==> src/tas_defines.svh <==
// Register map, field positions and reset values of the TDM audio port.
// Assumes byte addresses on an AXI4-Lite bus with 32-bit data.
// Notes on behaviour
// - Eight transmit and eight receive channels, independent.
// - Pins: data out, data in, bclk, frame.
// - Master drives both clocks; slave receives them.
// - Formats DSP A, DSP B, I2S, left-justified.
// - Left-justified and DSP B need full master.
// - Samples travel most significant bit first.
// - Samples are signed two's complement words.
// - DSP MSB: edge one (B) or two (A).
// - DSP slots back to back, spare cycles last.
// - I2S MSB on second edge after transition.
// - Left-justified MSB on first edge after transition.
// - Bit and frame clocks invert independently.
// - One stereo pair uses slots zero and one.
// - All channels share one sample rate.
// - Per-channel enables, one slot per channel.
// - DSP slots consecutive; I2S/LJ even first half.
// - Slot length and word length are configurable.
// - Data output may tristate when idle.
// - Master clocks run only with channels enabled.
// - Data words up to 32 bits.
`ifndef TAS_DEFINES_SVH
`define TAS_DEFINES_SVH

`define TAS_AW 8
`define TAS_NCH_MAX 8
`define TAS_WORD_W 32

`define TAS_OFF_CTRL 8'h00
`define TAS_OFF_FRAME 8'h04
`define TAS_OFF_DIV 8'h08
`define TAS_OFF_CHEN 8'h0c
`define TAS_OFF_TXSLOT 8'h10
`define TAS_OFF_RXSLOT 8'h14
`define TAS_OFF_STATUS 8'h18
`define TAS_OFF_TXD0 8'h20
`define TAS_OFF_RXD0 8'h40

`define TAS_B_BMSTR 0
`define TAS_B_FMSTR 1
`define TAS_B_BINV 2
`define TAS_B_FINV 3
`define TAS_F_FMT 5:4
`define TAS_B_TRI 6
`define TAS_F_SLEN 7:0
`define TAS_F_WLEN 13:8
`define TAS_F_FLEN 25:16
`define TAS_F_DIV 7:0
`define TAS_F_TXEN 7:0
`define TAS_F_RXEN 15:8
`define TAS_B_RUN 0
`define TAS_B_REFUSED 1
`define TAS_F_FRESH 15:8
`define TAS_F_OVR 23:16
`define TAS_STRB_OVR 2

`define TAS_MSK_CTRL 32'h0000_007f
`define TAS_MSK_FRAME 32'h03ff_3fff
`define TAS_MSK_DIV 32'h0000_00ff
`define TAS_MSK_CHEN 32'h0000_ffff
`define TAS_MSK_ALL 32'hffff_ffff

`define TAS_RST_CTRL 32'h0000_0000
`define TAS_RST_FRAME 32'h0040_1820
`define TAS_RST_DIV 32'h0000_0004
`define TAS_DIV_MIN 8'h02

`define TAS_RESP_OK 2'h0
`define TAS_RESP_ERR 2'h2

`endif

==> src/tas_pkg.sv <==
// Types shared by the TDM audio port modules.
// Assumes the constants of tas_defines.svh.
package tas_pkg;

	typedef enum logic [1:0] {
		FMT_DSPA,
		FMT_DSPB,
		FMT_I2S,
		FMT_LJ
	} tas_fmt_e;

	typedef struct packed {
		logic bclk_mstr;
		logic frm_mstr;
		logic bclk_inv;
		logic frm_inv;
		tas_fmt_e fmt;
		logic tri_en;
		logic [7:0] slot_len;
		logic [5:0] word_len;
		logic [9:0] frame_len;
		logic [7:0] div;
	} tas_cfg_s;

	typedef struct packed {
		logic act;
		logic [3:0] slot;
		logic [7:0] bis;
	} tas_pos_s;

endpackage : tas_pkg

==> src/tas_sync.sv <==
// Two-stage synchroniser for levels from outside the system clock.
// Assumes the inputs may change at any moment.
`timescale 1ns/1ns
module tas_sync #(
	parameter int W = 1
) (
	// Clock, reset and enable.
	input wire logic clk_sys_i,
	input wire logic arst_n_i,
	input wire logic ce_i,
	// Levels.
	input wire logic [W-1:0] async_i,
	output logic [W-1:0] sync_o
);

	logic [W-1:0] meta_q;

	always_ff @(posedge clk_sys_i or negedge arst_n_i) begin
		if (!arst_n_i) begin
			meta_q <= '0;
			sync_o <= '0;
		end else if (ce_i) begin
			meta_q <= async_i;
			sync_o <= meta_q;
		end
	end

endmodule : tas_sync

==> src/tas_clkgen.sv <==
// Bit clock divider and frame clock generator for master operation.
// Assumes fall_i marks falling edges of the normalised bit clock.
`include "tas_defines.svh"
`timescale 1ns/1ns
module tas_clkgen (
	// Clock, reset and enable.
	input wire logic clk_sys_i,
	input wire logic arst_n_i,
	input wire logic ce_i,
	// Control.
	input wire logic run_i,
	input tas_pkg::tas_cfg_s cfg_i,
	input wire logic fall_i,
	// Normalised clocks.
	output logic bclk_o,
	output logic frame_o
);

	logic [7:0] div_q;
	logic [9:0] fcnt_q;
	logic [9:0] fnext;

	function automatic logic frame_lvl(tas_pkg::tas_fmt_e f,
		logic [9:0] c, logic [9:0] len);
		case (f)
			tas_pkg::FMT_I2S: frame_lvl = (c >= (len >> 1));
			tas_pkg::FMT_LJ: frame_lvl = (c < (len >> 1));
			default: frame_lvl = (c == 10'h000);
		endcase
	endfunction : frame_lvl

	assign fnext = (fcnt_q >= cfg_i.frame_len - 10'h001) ?
		10'h000 : fcnt_q + 10'h001;

	always_ff @(posedge clk_sys_i or negedge arst_n_i) begin
		if (!arst_n_i) begin
			div_q <= 8'h00;
			bclk_o <= 1'b0;
		end else if (ce_i) begin
			if (!run_i || !cfg_i.bclk_mstr) begin
				div_q <= 8'h00;
				bclk_o <= 1'b0;
			end else if (div_q >= cfg_i.div - 8'h01) begin
				div_q <= 8'h00;
				bclk_o <= ~bclk_o;
			end else begin
				div_q <= div_q + 8'h01;
			end
		end
	end

	// The frame clock is counted from bit clock falls, whatever drives it.
	always_ff @(posedge clk_sys_i or negedge arst_n_i) begin
		if (!arst_n_i) begin
			fcnt_q <= 10'h000;
			frame_o <= 1'b0;
		end else if (ce_i) begin
			if (!run_i) begin
				fcnt_q <= cfg_i.frame_len - 10'h001;
				frame_o <= 1'b0;
			end else if (fall_i) begin
				fcnt_q <= fnext;
				frame_o <= frame_lvl(cfg_i.fmt, fnext, cfg_i.frame_len);
			end
		end
	end

endmodule : tas_clkgen

==> src/tas_port.sv <==
// TDM audio serial port: AXI4-Lite registers, framing and data pins.
// Assumes pin inputs are asynchronous and AXI runs on clk_sys_i.
`include "tas_defines.svh"
`timescale 1ns/1ns
module tas_port #(
	parameter int NCH = 8
) (
	// Clock, reset and enable.
	input wire logic clk_sys_i,
	input wire logic arst_n_i,
	input wire logic ce_i,
	// AXI4-Lite write channels.
	input wire logic [`TAS_AW-1:0] s_axi_awaddr_i,
	input wire logic s_axi_awvalid_i,
	output logic s_axi_awready_o,
	input wire logic [31:0] s_axi_wdata_i,
	input wire logic [3:0] s_axi_wstrb_i,
	input wire logic s_axi_wvalid_i,
	output logic s_axi_wready_o,
	output logic [1:0] s_axi_bresp_o,
	output logic s_axi_bvalid_o,
	input wire logic s_axi_bready_i,
	// AXI4-Lite read channels.
	input wire logic [`TAS_AW-1:0] s_axi_araddr_i,
	input wire logic s_axi_arvalid_i,
	output logic s_axi_arready_o,
	output logic [31:0] s_axi_rdata_o,
	output logic [1:0] s_axi_rresp_o,
	output logic s_axi_rvalid_o,
	input wire logic s_axi_rready_i,
	// Bit clock pin.
	input wire logic bclk_i,
	output logic bclk_o,
	output logic bclk_oe_o,
	// Frame clock pin.
	input wire logic frame_i,
	output logic frame_o,
	output logic frame_oe_o,
	// Serial data pins.
	input wire logic serial_data_in_i,
	output logic serial_data_out_o,
	output logic serial_data_out_oe_o
);

	if (NCH < 1 || NCH > `TAS_NCH_MAX) begin : g_bad_nch
		$error("tas_port: NCH must be 1 to 8");
	end

	localparam logic [7:0] BANK_SZ = 8'(4 * NCH);

	// Registers.
	logic [31:0] ctrl_q, frm_q, div_q, chen_q, txslot_q, rxslot_q;
	logic [31:0] tx_data_q [NCH];
	logic [31:0] rx_data_q [NCH];
	logic [31:0] rx_sh_q [NCH];
	logic [NCH-1:0] fresh_q, ovr_q;

	// Bus state.
	logic aw_full_q, w_full_q, do_wr, rd_take, rd_err;
	logic [7:0] aw_addr_q;
	logic [31:0] w_data_q, rd_val;
	logic [3:0] w_strb_q;

	// Engine state.
	tas_pkg::tas_cfg_s cfg;
	tas_pkg::tas_pos_s cur_q, nx;
	logic [2:0] pin_s;
	logic cg_bclk, cg_frame, bclk_n, frame_n, bclk_prev_q, tick_q;
	logic rise, fall, f_rise_q, f_trk_q, f_now, evt, dsp, lead, half;
	logic fmt_ok, run, din;
	logic [9:0] cnt_q, p;
	logic [3:0] tx_hit, rx_hit;

	function automatic logic [31:0] merge(logic [31:0] old,
		logic [31:0] nw, logic [3:0] strb, logic [31:0] msk);
		logic [31:0] r;
		r = old;
		for (int b = 0; b < 4; b++) begin
			if (strb[b]) begin
				r[8*b +: 8] = nw[8*b +: 8];
			end
		end
		merge = r & msk;
	endfunction : merge

	function automatic logic in_bank(logic [7:0] a, logic [7:0] base);
		in_bank = (a >= base) && ((a - base) < BANK_SZ);
	endfunction : in_bank

	function automatic logic [2:0] bank_idx(logic [7:0] a,
		logic [7:0] base);
		logic [7:0] d;
		d = a - base;
		bank_idx = d[4:2];
	endfunction : bank_idx

	// Lowest enabled channel mapped to slot s wins a double mapping.
	function automatic logic [3:0] find_ch(logic [7:0] en,
		logic [31:0] map, logic [3:0] s);
		logic [3:0] r;
		r = 4'h0;
		for (int i = NCH - 1; i >= 0; i--) begin
			if (en[i] && map[4*i +: 4] == s) begin
				r = {1'b1, 3'(i)};
			end
		end
		find_ch = r;
	endfunction : find_ch

	// Sign-extends the low wl bits of a received word.
	function automatic logic [31:0] sext(logic [31:0] w, logic [5:0] wl);
		logic [5:0] sh;
		sh = 6'd32 - wl;
		sext = $unsigned($signed(w << sh) >>> sh);
	endfunction : sext

	// Configuration view of the registers.
	always_comb begin
		cfg.bclk_mstr = ctrl_q[`TAS_B_BMSTR];
		cfg.frm_mstr = ctrl_q[`TAS_B_FMSTR];
		cfg.bclk_inv = ctrl_q[`TAS_B_BINV];
		cfg.frm_inv = ctrl_q[`TAS_B_FINV];
		cfg.fmt = tas_pkg::tas_fmt_e'(ctrl_q[`TAS_F_FMT]);
		cfg.tri_en = ctrl_q[`TAS_B_TRI];
		cfg.slot_len = frm_q[`TAS_F_SLEN];
		cfg.word_len = frm_q[`TAS_F_WLEN];
		if (cfg.word_len == 6'd0 || cfg.word_len > 6'd32) begin
			cfg.word_len = 6'd32;
		end
		cfg.frame_len = frm_q[`TAS_F_FLEN];
		cfg.div = div_q[`TAS_F_DIV];
		if (cfg.div < `TAS_DIV_MIN) begin
			cfg.div = `TAS_DIV_MIN;
		end
	end

	assign dsp = (cfg.fmt == tas_pkg::FMT_DSPA) ||
		(cfg.fmt == tas_pkg::FMT_DSPB);
	assign fmt_ok = (cfg.fmt == tas_pkg::FMT_DSPA) ||
		(cfg.fmt == tas_pkg::FMT_I2S) ||
		(cfg.bclk_mstr && cfg.frm_mstr);
	assign run = fmt_ok && (|chen_q[`TAS_F_TXEN] || |chen_q[`TAS_F_RXEN]);

	// AXI4-Lite write path.
	assign do_wr = aw_full_q && w_full_q && !s_axi_bvalid_o;

	always_ff @(posedge clk_sys_i or negedge arst_n_i) begin
		if (!arst_n_i) begin
			aw_full_q <= 1'b0;
			w_full_q <= 1'b0;
			aw_addr_q <= 8'h00;
			w_data_q <= 32'h0000_0000;
			w_strb_q <= 4'h0;
			s_axi_awready_o <= 1'b1;
			s_axi_wready_o <= 1'b1;
			s_axi_bvalid_o <= 1'b0;
			s_axi_bresp_o <= `TAS_RESP_OK;
		end else if (ce_i) begin
			if (s_axi_awvalid_i && s_axi_awready_o) begin
				aw_full_q <= 1'b1;
				aw_addr_q <= s_axi_awaddr_i;
				s_axi_awready_o <= 1'b0;
			end
			if (s_axi_wvalid_i && s_axi_wready_o) begin
				w_full_q <= 1'b1;
				w_data_q <= s_axi_wdata_i;
				w_strb_q <= s_axi_wstrb_i;
				s_axi_wready_o <= 1'b0;
			end
			if (do_wr) begin
				s_axi_bvalid_o <= 1'b1;
				s_axi_bresp_o <= (aw_addr_q <= `TAS_OFF_STATUS ||
					in_bank(aw_addr_q, `TAS_OFF_TXD0) ||
					in_bank(aw_addr_q, `TAS_OFF_RXD0)) ?
					`TAS_RESP_OK : `TAS_RESP_ERR;
			end else if (s_axi_bvalid_o && s_axi_bready_i) begin
				s_axi_bvalid_o <= 1'b0;
				aw_full_q <= 1'b0;
				w_full_q <= 1'b0;
				s_axi_awready_o <= 1'b1;
				s_axi_wready_o <= 1'b1;
			end
		end
	end

	// Writable registers; status and receive data ignore writes here.
	always_ff @(posedge clk_sys_i or negedge arst_n_i) begin
		if (!arst_n_i) begin
			ctrl_q <= `TAS_RST_CTRL;
			frm_q <= `TAS_RST_FRAME;
			div_q <= `TAS_RST_DIV;
			chen_q <= 32'h0000_0000;
			txslot_q <= 32'h0000_0000;
			rxslot_q <= 32'h0000_0000;
			for (int i = 0; i < NCH; i++) begin
				tx_data_q[i] <= 32'h0000_0000;
			end
		end else if (ce_i && do_wr) begin
			if (aw_addr_q == `TAS_OFF_CTRL) begin
				ctrl_q <= merge(ctrl_q, w_data_q, w_strb_q, `TAS_MSK_CTRL);
			end else if (aw_addr_q == `TAS_OFF_FRAME) begin
				frm_q <= merge(frm_q, w_data_q, w_strb_q, `TAS_MSK_FRAME);
			end else if (aw_addr_q == `TAS_OFF_DIV) begin
				div_q <= merge(div_q, w_data_q, w_strb_q, `TAS_MSK_DIV);
			end else if (aw_addr_q == `TAS_OFF_CHEN) begin
				chen_q <= merge(chen_q, w_data_q, w_strb_q, `TAS_MSK_CHEN);
			end else if (aw_addr_q == `TAS_OFF_TXSLOT) begin
				txslot_q <= merge(txslot_q, w_data_q, w_strb_q,
					`TAS_MSK_ALL);
			end else if (aw_addr_q == `TAS_OFF_RXSLOT) begin
				rxslot_q <= merge(rxslot_q, w_data_q, w_strb_q,
					`TAS_MSK_ALL);
			end else if (in_bank(aw_addr_q, `TAS_OFF_TXD0)) begin
				tx_data_q[bank_idx(aw_addr_q, `TAS_OFF_TXD0)] <=
					merge(tx_data_q[bank_idx(aw_addr_q, `TAS_OFF_TXD0)],
					w_data_q, w_strb_q, `TAS_MSK_ALL);
			end
		end
	end

	// AXI4-Lite read path.
	assign rd_take = s_axi_arvalid_i && s_axi_arready_o;

	always_comb begin
		rd_val = 32'h0000_0000;
		rd_err = 1'b0;
		if (s_axi_araddr_i == `TAS_OFF_CTRL) begin
			rd_val = ctrl_q;
		end else if (s_axi_araddr_i == `TAS_OFF_FRAME) begin
			rd_val = frm_q;
		end else if (s_axi_araddr_i == `TAS_OFF_DIV) begin
			rd_val = div_q;
		end else if (s_axi_araddr_i == `TAS_OFF_CHEN) begin
			rd_val = chen_q;
		end else if (s_axi_araddr_i == `TAS_OFF_TXSLOT) begin
			rd_val = txslot_q;
		end else if (s_axi_araddr_i == `TAS_OFF_RXSLOT) begin
			rd_val = rxslot_q;
		end else if (s_axi_araddr_i == `TAS_OFF_STATUS) begin
			rd_val[`TAS_B_RUN] = run;
			rd_val[`TAS_B_REFUSED] = !fmt_ok;
			rd_val[`TAS_F_FRESH] = 8'(fresh_q);
			rd_val[`TAS_F_OVR] = 8'(ovr_q);
		end else if (in_bank(s_axi_araddr_i, `TAS_OFF_TXD0)) begin
			rd_val = tx_data_q[bank_idx(s_axi_araddr_i, `TAS_OFF_TXD0)];
		end else if (in_bank(s_axi_araddr_i, `TAS_OFF_RXD0)) begin
			rd_val = rx_data_q[bank_idx(s_axi_araddr_i, `TAS_OFF_RXD0)];
		end else begin
			rd_err = 1'b1;
		end
	end

	always_ff @(posedge clk_sys_i or negedge arst_n_i) begin
		if (!arst_n_i) begin
			s_axi_arready_o <= 1'b1;
			s_axi_rvalid_o <= 1'b0;
			s_axi_rdata_o <= 32'h0000_0000;
			s_axi_rresp_o <= `TAS_RESP_OK;
		end else if (ce_i) begin
			if (rd_take) begin
				s_axi_arready_o <= 1'b0;
				s_axi_rvalid_o <= 1'b1;
				s_axi_rdata_o <= rd_val;
				s_axi_rresp_o <= rd_err ? `TAS_RESP_ERR : `TAS_RESP_OK;
			end else if (s_axi_rvalid_o && s_axi_rready_i) begin
				s_axi_rvalid_o <= 1'b0;
				s_axi_arready_o <= 1'b1;
			end
		end
	end

	// Pin inputs and master clock generation.
	tas_sync #(.W(3)) u_sync (
		.clk_sys_i(clk_sys_i),
		.arst_n_i(arst_n_i),
		.ce_i(ce_i),
		.async_i({serial_data_in_i, frame_i, bclk_i}),
		.sync_o(pin_s)
	);

	tas_clkgen u_clkgen (
		.clk_sys_i(clk_sys_i),
		.arst_n_i(arst_n_i),
		.ce_i(ce_i),
		.run_i(run),
		.cfg_i(cfg),
		.fall_i(fall),
		.bclk_o(cg_bclk),
		.frame_o(cg_frame)
	);

	assign bclk_n = cfg.bclk_mstr ? cg_bclk : pin_s[0] ^ cfg.bclk_inv;
	assign frame_n = cfg.frm_mstr ? cg_frame : pin_s[1] ^ cfg.frm_inv;
	assign din = pin_s[2];
	assign rise = bclk_n && !bclk_prev_q;
	assign fall = !bclk_n && bclk_prev_q;

	// A slave frame is known only from the level seen at the last rise.
	assign f_now = cfg.frm_mstr ? frame_n : f_rise_q;
	assign evt = dsp ? (f_now && !f_trk_q) : (f_now ^ f_trk_q);
	assign lead = (cfg.fmt == tas_pkg::FMT_DSPA) ||
		(cfg.fmt == tas_pkg::FMT_I2S);
	assign half = (cfg.fmt == tas_pkg::FMT_I2S) ? f_now : !f_now;

	// Position of the next rising edge within the frame.
	always_comb begin
		if (evt) begin
			p = cfg.frm_mstr ? 10'h000 : 10'h001;
		end else begin
			p = cnt_q + {9'h000, ~&cnt_q};
		end
		nx = cur_q;
		if (p == {9'h000, lead}) begin
			nx.act = 1'b1;
			nx.bis = 8'h00;
			nx.slot = dsp ? 4'h0 : {3'h0, half};
		end else if (evt) begin
			nx.act = 1'b0;
		end else if (cur_q.act) begin
			if (cur_q.bis >= cfg.slot_len - 8'h01) begin
				nx.bis = 8'h00;
				nx.slot = cur_q.slot + (dsp ? 4'h1 : 4'h2);
			end else begin
				nx.bis = cur_q.bis + 8'h01;
			end
		end
	end

	assign tx_hit = find_ch(8'(chen_q[NCH-1:0]), txslot_q, nx.slot);
	assign rx_hit = find_ch(8'(chen_q[8 +: NCH]), rxslot_q, cur_q.slot);

	// One frame counter serves every channel, so all share one rate.
	always_ff @(posedge clk_sys_i or negedge arst_n_i) begin
		if (!arst_n_i) begin
			bclk_prev_q <= 1'b0;
			tick_q <= 1'b0;
			f_rise_q <= 1'b0;
			f_trk_q <= 1'b0;
			cnt_q <= 10'h3ff;
			cur_q <= '0;
		end else if (ce_i) begin
			bclk_prev_q <= bclk_n;
			tick_q <= fall;
			if (rise) begin
				f_rise_q <= frame_n;
			end
			if (!run) begin
				cnt_q <= 10'h3ff;
				cur_q.act <= 1'b0;
				f_trk_q <= f_now;
			end else if (tick_q) begin
				cnt_q <= p;
				cur_q <= nx;
				f_trk_q <= f_now;
			end
		end
	end

	// Pin outputs, launched one cycle after each bit clock fall.
	always_ff @(posedge clk_sys_i or negedge arst_n_i) begin
		if (!arst_n_i) begin
			bclk_o <= 1'b0;
			bclk_oe_o <= 1'b0;
			frame_o <= 1'b0;
			frame_oe_o <= 1'b0;
			serial_data_out_o <= 1'b0;
			serial_data_out_oe_o <= 1'b0;
		end else if (ce_i) begin
			bclk_o <= cg_bclk ^ cfg.bclk_inv;
			bclk_oe_o <= cfg.bclk_mstr && run;
			frame_o <= cg_frame ^ cfg.frm_inv;
			frame_oe_o <= cfg.frm_mstr && run;
			if (!run) begin
				serial_data_out_o <= 1'b0;
				serial_data_out_oe_o <= 1'b0;
			end else if (tick_q) begin
				serial_data_out_o <= 1'b0;
				if (nx.act && tx_hit[3] && nx.bis < {2'b00, cfg.word_len}) begin
					serial_data_out_o <= tx_data_q[tx_hit[2:0]][5'(cfg.word_len
						- 6'd1 - nx.bis[5:0])];
				end
				serial_data_out_oe_o <= !cfg.tri_en ||
					(nx.act && tx_hit[3]);
			end
		end
	end

	// Receive shifting; a read of a data word clears its fresh flag.
	always_ff @(posedge clk_sys_i or negedge arst_n_i) begin
		if (!arst_n_i) begin
			fresh_q <= '0;
			ovr_q <= '0;
			for (int i = 0; i < NCH; i++) begin
				rx_sh_q[i] <= 32'h0000_0000;
				rx_data_q[i] <= 32'h0000_0000;
			end
		end else if (ce_i) begin
			if (rd_take && in_bank(s_axi_araddr_i, `TAS_OFF_RXD0)) begin
				fresh_q[bank_idx(s_axi_araddr_i, `TAS_OFF_RXD0)] <= 1'b0;
			end
			if (do_wr && aw_addr_q == `TAS_OFF_STATUS &&
				w_strb_q[`TAS_STRB_OVR]) begin
				ovr_q <= ovr_q & ~NCH'(w_data_q[`TAS_F_OVR]);
			end
			if (run && rise && cur_q.act && rx_hit[3] &&
				cur_q.bis < {2'b00, cfg.word_len}) begin
				rx_sh_q[rx_hit[2:0]] <= {rx_sh_q[rx_hit[2:0]][30:0], din};
				if (cur_q.bis == {2'b00, cfg.word_len - 6'd1}) begin
					rx_data_q[rx_hit[2:0]] <= sext({rx_sh_q[rx_hit[2:0]][30:0],
						din}, cfg.word_len);
					fresh_q[rx_hit[2:0]] <= 1'b1;
					if (fresh_q[rx_hit[2:0]]) begin
						ovr_q[rx_hit[2:0]] <= 1'b1;
					end
				end
			end
		end
	end

endmodule : tas_port

==> config.mk <==
export PLATFORM = sky130hd
export DESIGN_NAME = tas_port
export DESIGN_NICKNAME = d
export VERILOG_FILES = /design/src/tas_pkg.sv /design/src/tas_sync.sv /design/src/tas_clkgen.sv /design/src/tas_port.sv
export VERILOG_INCLUDE_DIRS = /design/src
export SDC_FILE = /design/constraint.sdc
export NUM_CORES = 2
export LEC_CHECK = 0
export BUFFER_PORTS_ARGS = -buffer_cell sky130_fd_sc_hd__buf_2
export CAP_MARGIN = 20
export CELL_PAD_IN_SITES_DETAIL_PLACEMENT = 0
export CELL_PAD_IN_SITES_GLOBAL_PLACEMENT = 1
export CORE_ASPECT_RATIO = 0.75
export CORE_UTILIZATION = 25
export DETAILED_ROUTE_END_ITERATION = 8
export HOLD_SLACK_MARGIN = 0.1
export PLACE_DENSITY = 0.47
export SLEW_MARGIN = 5
export SYNTH_ARGS = -nofsm -noshare
export SYNTH_HDL_FRONTEND = slang
export SYNTH_HIERARCHICAL = 1
export SYNTH_SLANG_ARGS = --single-unit
==> constraint.sdc <==
create_clock -name clk_sys_i -period 12.75 [get_ports clk_sys_i]
set_input_delay 1.275 -clock clk_sys_i [delete_from_list [all_inputs] [get_ports clk_sys_i]]
set_output_delay 1.275 -clock clk_sys_i [all_outputs]
set_load 0.03 [all_outputs]
# After elaboration in Yosys (flattened, before gate mapping)
# Index checks and enable logic that the tools add are counted.
# Widths: inputs -> output; s select.
# totals
ff_bits	1049
latchBits	0
ram_bits	0
romBits	0
word_cells	458
memories	0
# op_classes
n_addsub	15
multipliers	0
div	0
n_lt_le_gt_ge	30
eq_ne	35
n_shift	2
n_mux	170
bitwise	23
reduce_logical	108
# ops
op	n
$bwmux 256	3
$mux 32	18
$bmux 32 s3	5
$mux 8	50
$demux 32 s3	2
$mux 4	17
$eq 4x4->1	16
$mux 31	2
$mux 10	6
$mux 1	51
$eq 8x5->1 const B	6
$logic_and 1x1->1	48
$reduce_and 8->1	5
$eq 8x4->1 const B	4
$lt 8x6->1 const B	4
$shl 32x6->32	1
$sshr 32x6->32	1
$reduce_and 7->1	4
$mux 13	2
$mux 12	2
$reduce_and 2->1	11
$ge 4x4->1 const B	5
$not 3->4	5
$add 8x1->8 const B	2
55 further kinds	113

# Depth between registers and ports, before layout
# depth
ltp_word	27
mapped_depth	28
ltp_nobuf	26

# By module
# Netlist, hierarchy kept.
# by_module_without_submodules
mod	instances	cells_per_inst	area_per_inst_um2
tas_port	1	5461	55928.6
tas_clkgen	1	271	2233.4
tas_sync	1	13	251.5

# Worst setup path after synthesis
# No wires, ideal clock.
# synth_timing
path_type	flip-flop to flip-flop
from	register frm_q[13]
to	register serial_data_out_o
setup_ns	0.083
arrival_time_ns	6.031
required_ns	12.667
setup_slack_ns	6.636
path_stages_with_launch	27
synth_period_minus_slack_ns	6.114
path_cell_list	dfrtp_1 nand2b_1 clkbuf_1 clkbuf_1 buf_1 clkbuf_1 clkbuf_1 ha_1 xor2_1 inv_1 clkbuf_1 buf_1 buf_1 clkbuf_1 clkbuf_1 clkbuf_1 ha_1 o21ai_0 nand2b_1 xnor2_1 nor2_1 o21a_1 a41oi_1 a22o_1 o22ai_1 o41a_1 o21ai_0
# synth_via
elab_chain_len	10
# synth_rtl
item	line_no	rtl
start, declared	tas_port.sv:52	logic [31:0] ctrl_q, frm_q, div_q, chen_q, txslot_q, rxslot_q;
start signal, assigned	tas_port.sv:190	frm_q <= `TAS_RST_FRAME;
start signal, assigned	tas_port.sv:202	frm_q <= merge(frm_q, w_data_q, w_strb_q, `TAS_MSK_FRAME);
$gt 6x6->1 / $logic_not 6->1 (equally long branches)	tas_port.sv:127	if (cfg.word_len == 6'd0 || cfg.word_len > 6'd32) begin
$logic_or 1x1->1	tas_port.sv:127	
$mux 6 *	tas_port.sv:127	
$sub 6x1->6	-	
$sub 5x5->5	tas_port.sv:380	- 6'd1 - nx.bis[5:0])];
$bmux 1 s5	tas_port.sv:379	serial_data_out_o <= tx_data_q[tx_hit[2:0]][5'(cfg.word_len
$mux 1 (not written as such)	tas_port.sv:379	
$mux 1 *	tas_port.sv:378	if (nx.act && tx_hit[3] && nx.bis < {2'b00, cfg.word_len}) begin
$mux 1 *	tas_port.sv:376	end else if (tick_q) begin
$mux 1 *	tas_port.sv:373	if (!run) begin
end signal, assigned	tas_port.sv:379	
end, declared	tas_port.sv:41	output logic serial_data_out_o,
# Every way passes the cells marked *; elsewhere a longest branch is shown, timed or not. The select of a mux whose other input is x is not followed.
# A chain may end at the register's enable or synchronous reset.

# Final worst setup path
# layout_timing
from	register ctrl_q[1]
to	register serial_data_out_o
# layout_via
elab_chain_len	26
# layout_rtl
item	line_no	rtl
start, declared	tas_port.sv:52	
start signal, assigned	tas_port.sv:189	ctrl_q <= `TAS_RST_CTRL;
start signal, assigned	tas_port.sv:200	ctrl_q <= merge(ctrl_q, w_data_q, w_strb_q, `TAS_MSK_CTRL);
$mux 1	tas_port.sv:293	assign frame_n = cfg.frm_mstr ? cg_frame : pin_s[1] ^ cfg.frm_inv;
$mux 1 *	tas_port.sv:299	assign f_now = cfg.frm_mstr ? frame_n : f_rise_q;
net f_now	tas_port.sv:69	logic rise, fall, f_rise_q, f_trk_q, f_now, evt, dsp, lead, half;
$xor 1x1->1 / $logic_and 1x1->1 (equally long branches)	tas_port.sv:300	assign evt = dsp ? (f_now && !f_trk_q) : (f_now ^ f_trk_q);
$mux 1	tas_port.sv:300	
$mux 10	tas_port.sv:307	if (evt) begin
$eq 10x1->1	tas_port.sv:313	if (p == {9'h000, lead}) begin
$mux 13 *	tas_port.sv:313	
[10 not listed]	-	
$not 3->4 (not written as such)	tas_port.sv:379	
$bmux 32 s3	tas_port.sv:379	
$mux 32 (not written as such) (2 in a row)	tas_port.sv:379	
$bmux 1 s5	tas_port.sv:379	
$mux 1 (not written as such)	tas_port.sv:379	
$mux 1 *	tas_port.sv:378	
$mux 1 *	tas_port.sv:376	
$mux 1 *	tas_port.sv:373	
# The timed path passes the listed nets; every way through them passes the cells marked *. The select of a mux whose other input is x is not followed.

==> impl_results.md <==
* Antenna Violating Nets Remaining at 0
* GR Overflow Total at 0
* Clk buf depth at 3
* Ports at 110
* Hold EP: s_axi_awready_o
* Worst hold path depth at 2
* Die area at 0.236 mm2
* Power, Total at 7.32 mW
* Starting Density at 25.2%
* Avg WL per Cell at 28.9 um
* Initial DRT Pass Iterations at 8
* P_int at 5.50 mW
* Peak supply drop at 0.000119 V
* Std-Cell Core Area at 0.232 mm2
* Pwr/cell area at 110 mW/mm2
* Outcome: finished, final reports clean
* CTS tree: done
* Gpl congestion at 0.945
* P_leak at 28.1 nW
* Global-route wire length before repair at 369 mm
* Resize count post-CTS at 0
* H-tree depth reported by CTS at 3
* Sw frac at 24.8%
* Worst setup SP type: flop
* Final hold vios at 0
* Worst Clk Skew at 0.0469 ns
* Area grow syn2layout at 14.4%
* Die Ht at 421 um
* Switching power at 1.82 mW
* CTS Hold Bufs at 0
* Setup crit end kind: flop
* DPL Wire Length at 176 mm
* Total number of vias at 48.3k
* RSZ-0062 raised after global routing: false
* Reg-to-Reg Start: ctrl_q[1]
* Final period utilization at 66.7%
* Clock sinks at 1,039
* Row Count at 153
* Clock Latency Late Sink at 0.77 ns
* Nets at 5,841
* Post-CTS Setup Bufs at 0
* I/O Buffers at 107
* Register area at 0.0260 mm2
* DRT Wirelength at 257 mm
* R2r endpoint: serial_data_out_o
* Vias in the first global route at 47.1k
* Crit path max fanout at 60
* Share of post-route cells with drive strength above 1 at 22.0%
* Worst Reg-to-Reg Cells at 21
* Fmax at 118 MHz
* Hold WC Path Type: flop to flop
* Worst Tran Pin Value at 1.17 ns
* Minimum clock period at 8.51 ns
* Synthesized area at 0.0584 mm2
* Largest net degree at the start of global routing at 138
* Synth warn at 6
* Die Wd at 560 um
* Required time worst endpoint at 13.41 ns
* Fin. max-slew vios at 0
* CTS clock-pin slew for the worst setup and hold paths at 0.06 ns
* Total track usage at 21.6%
* Initial antenna violation count at 23
* Clock power share at 49.3%
* Setup_tns at 0 ns
* Crit path kind: flop to flop
* Slew HR at 21.3%
* R2R Setup Slk at 4.24 ns
* Area occupied by multi-input gates at 0.0306 mm2
* Drt drc at 0
* Endpoints failing setup at 0
* Via-to-Cell Ratio at 5.41
* # Max-Cap Violations at 0
* Sequential share of power at 45.5%
* Initial DRC count at 5,317
* Total CTS buffers at 118
* Synth Instances at 5,742
* Mean Syn Cell Area at 10.2 um2
* Clock Tree Root: clkbuf_16
* Comb pwr share at 5.1%
* Filler cells at 24.3k
* Critical Path AT at 9.17 ns
* Hold path start: s_axi_awready_o
[metrics by stage]
stage | hold WS, ns | cell area [um2] | instances | worst slack [ns] | util, %
after floorplan | 0.433 | 58400 | 5743 | 6.64 | -
after global placement | 0.448 | 62700 | 8687 | 4.49 | 27.0
after detailed placement | 0.454 | 62800 | 8689 | 4.27 | 27.0
after CTS | 0.468 | 66800 | 8909 | 4.24 | 28.8
after global routing | 0.482 | 66800 | 8913 | 3.72 | 28.8
final | 0.466 | 66800 | 8918 | 4.24 | 28.8
[power groups by stage]
stage	sequential, mW	combinational (mW)	clock [mW]
3_3_place_gp	3.39	0.383	0
2_1_floorplan	3.39	0.212	0
4_1_cts	3.33	0.383	3.71
5_1_grt	3.33	0.419	3.83
3_5_place_dp	3.39	0.381	0
6_report	3.33	0.377	3.61
[cell type report]
type | instances | area share (%)
inverters | 87 | 0.489
clock inverters | 46 | 0.792
flip-flops and latches | 1039 | 39.0
repair buffers | 278 | 2.81
multi-input cells | 4187 | 45.9
diodes | 7 | 0.0262
clock buffers | 174 | 5.22
well taps | 3100 | 5.81
[critical path, cell delays in order, from the launching register on]
cell and delay [ns]:
dfrtp_1 0.51, mux2i_1 0.38, inv_1 0.09, ha_1 0.27, and2_0 0.24, or2_2 0.44, and2_1 0.20, a221oi_2 0.79
nand2_1 0.85, and4b_1 0.51, o31ai_1 0.26, o2111ai_1 0.21, a211oi_4 0.25, buf_4 0.64, o21a_4 0.61, buf_4 0.76
mux2i_1 0.19, a32oi_1 0.19, nand4_1 0.13, and4_1 0.28, o41a_1 0.41, o21ai_0 0.09
[placed cells by master, fill, tap and decap left out, drive strengths merged, types with 29 or more instances in the layout]
| cell | n |
|---|---|
| a211oi | 52 |
| a21oi | 220 |
| a221oi | 48 |
| a22oi | 40 |
| a31oi | 36 |
| and3 | 32 |
| buf | 277 |
| clkbuf | 175 |
| dfrtp | 1021 |
| ha | 65 |
| inv | 92 |
| mux2 | 462 |
| mux2i | 180 |
| mux4 | 198 |
| nand2 | 906 |
| nand2b | 29 |
| nand3 | 171 |
| nand4 | 42 |
| nor2 | 246 |
| nor3 | 105 |
| nor4 | 44 |
| o211ai | 34 |
| o21ai | 668 |
| o22ai | 68 |
| o31ai | 31 |
| xnor2 | 84 |
[metal layers]
| layer | vias up | GRT usage (%) | wire length, um |
|---|---|---|---|
| li1 | 21200 | - | - |
| met1 | 25100 | 33.2 | 129000 |
| met2 | 1722 | 30.3 | 105000 |
| met3 | 275 | 4.41 | 18400 |
| met4 | 6 | 4.91 | 5500 |
| met5 | - | 0.389 | 149 |
[sequential cells by signal, summed over array words and instances, names as in the netlist, 10 cells and up]
register / flops
s_axi_rdata_o: 32
txslot_q: 32
w_data_q: 32
frm_q: 24
chen_q: 16
rx_sh_q: 248
rx_data_q: 256
rxslot_q: 32
cnt_q: 10
u_clkgen/fcnt_q: 10
cur_q: 13
tx_data_q: 256
[how the worst max path moves through the flow]
stage	cells past startpoint	slack, ns	startpoint	end
final	21	4.24	ctrl_q[1]	serial_data_out_o
after floorplan	26	6.64	frm_q[13]	serial_data_out_o
after CTS	21	4.24	ctrl_q[1]	serial_data_out_o
after global placement	21	4.49	ctrl_q[1]	serial_data_out_o
after global routing	21	3.72	ctrl_q[1]	serial_data_out_o
after detailed placement	21	4.27	ctrl_q[1]	serial_data_out_o
No activity file was read; power rests on OpenSTA's default activity.
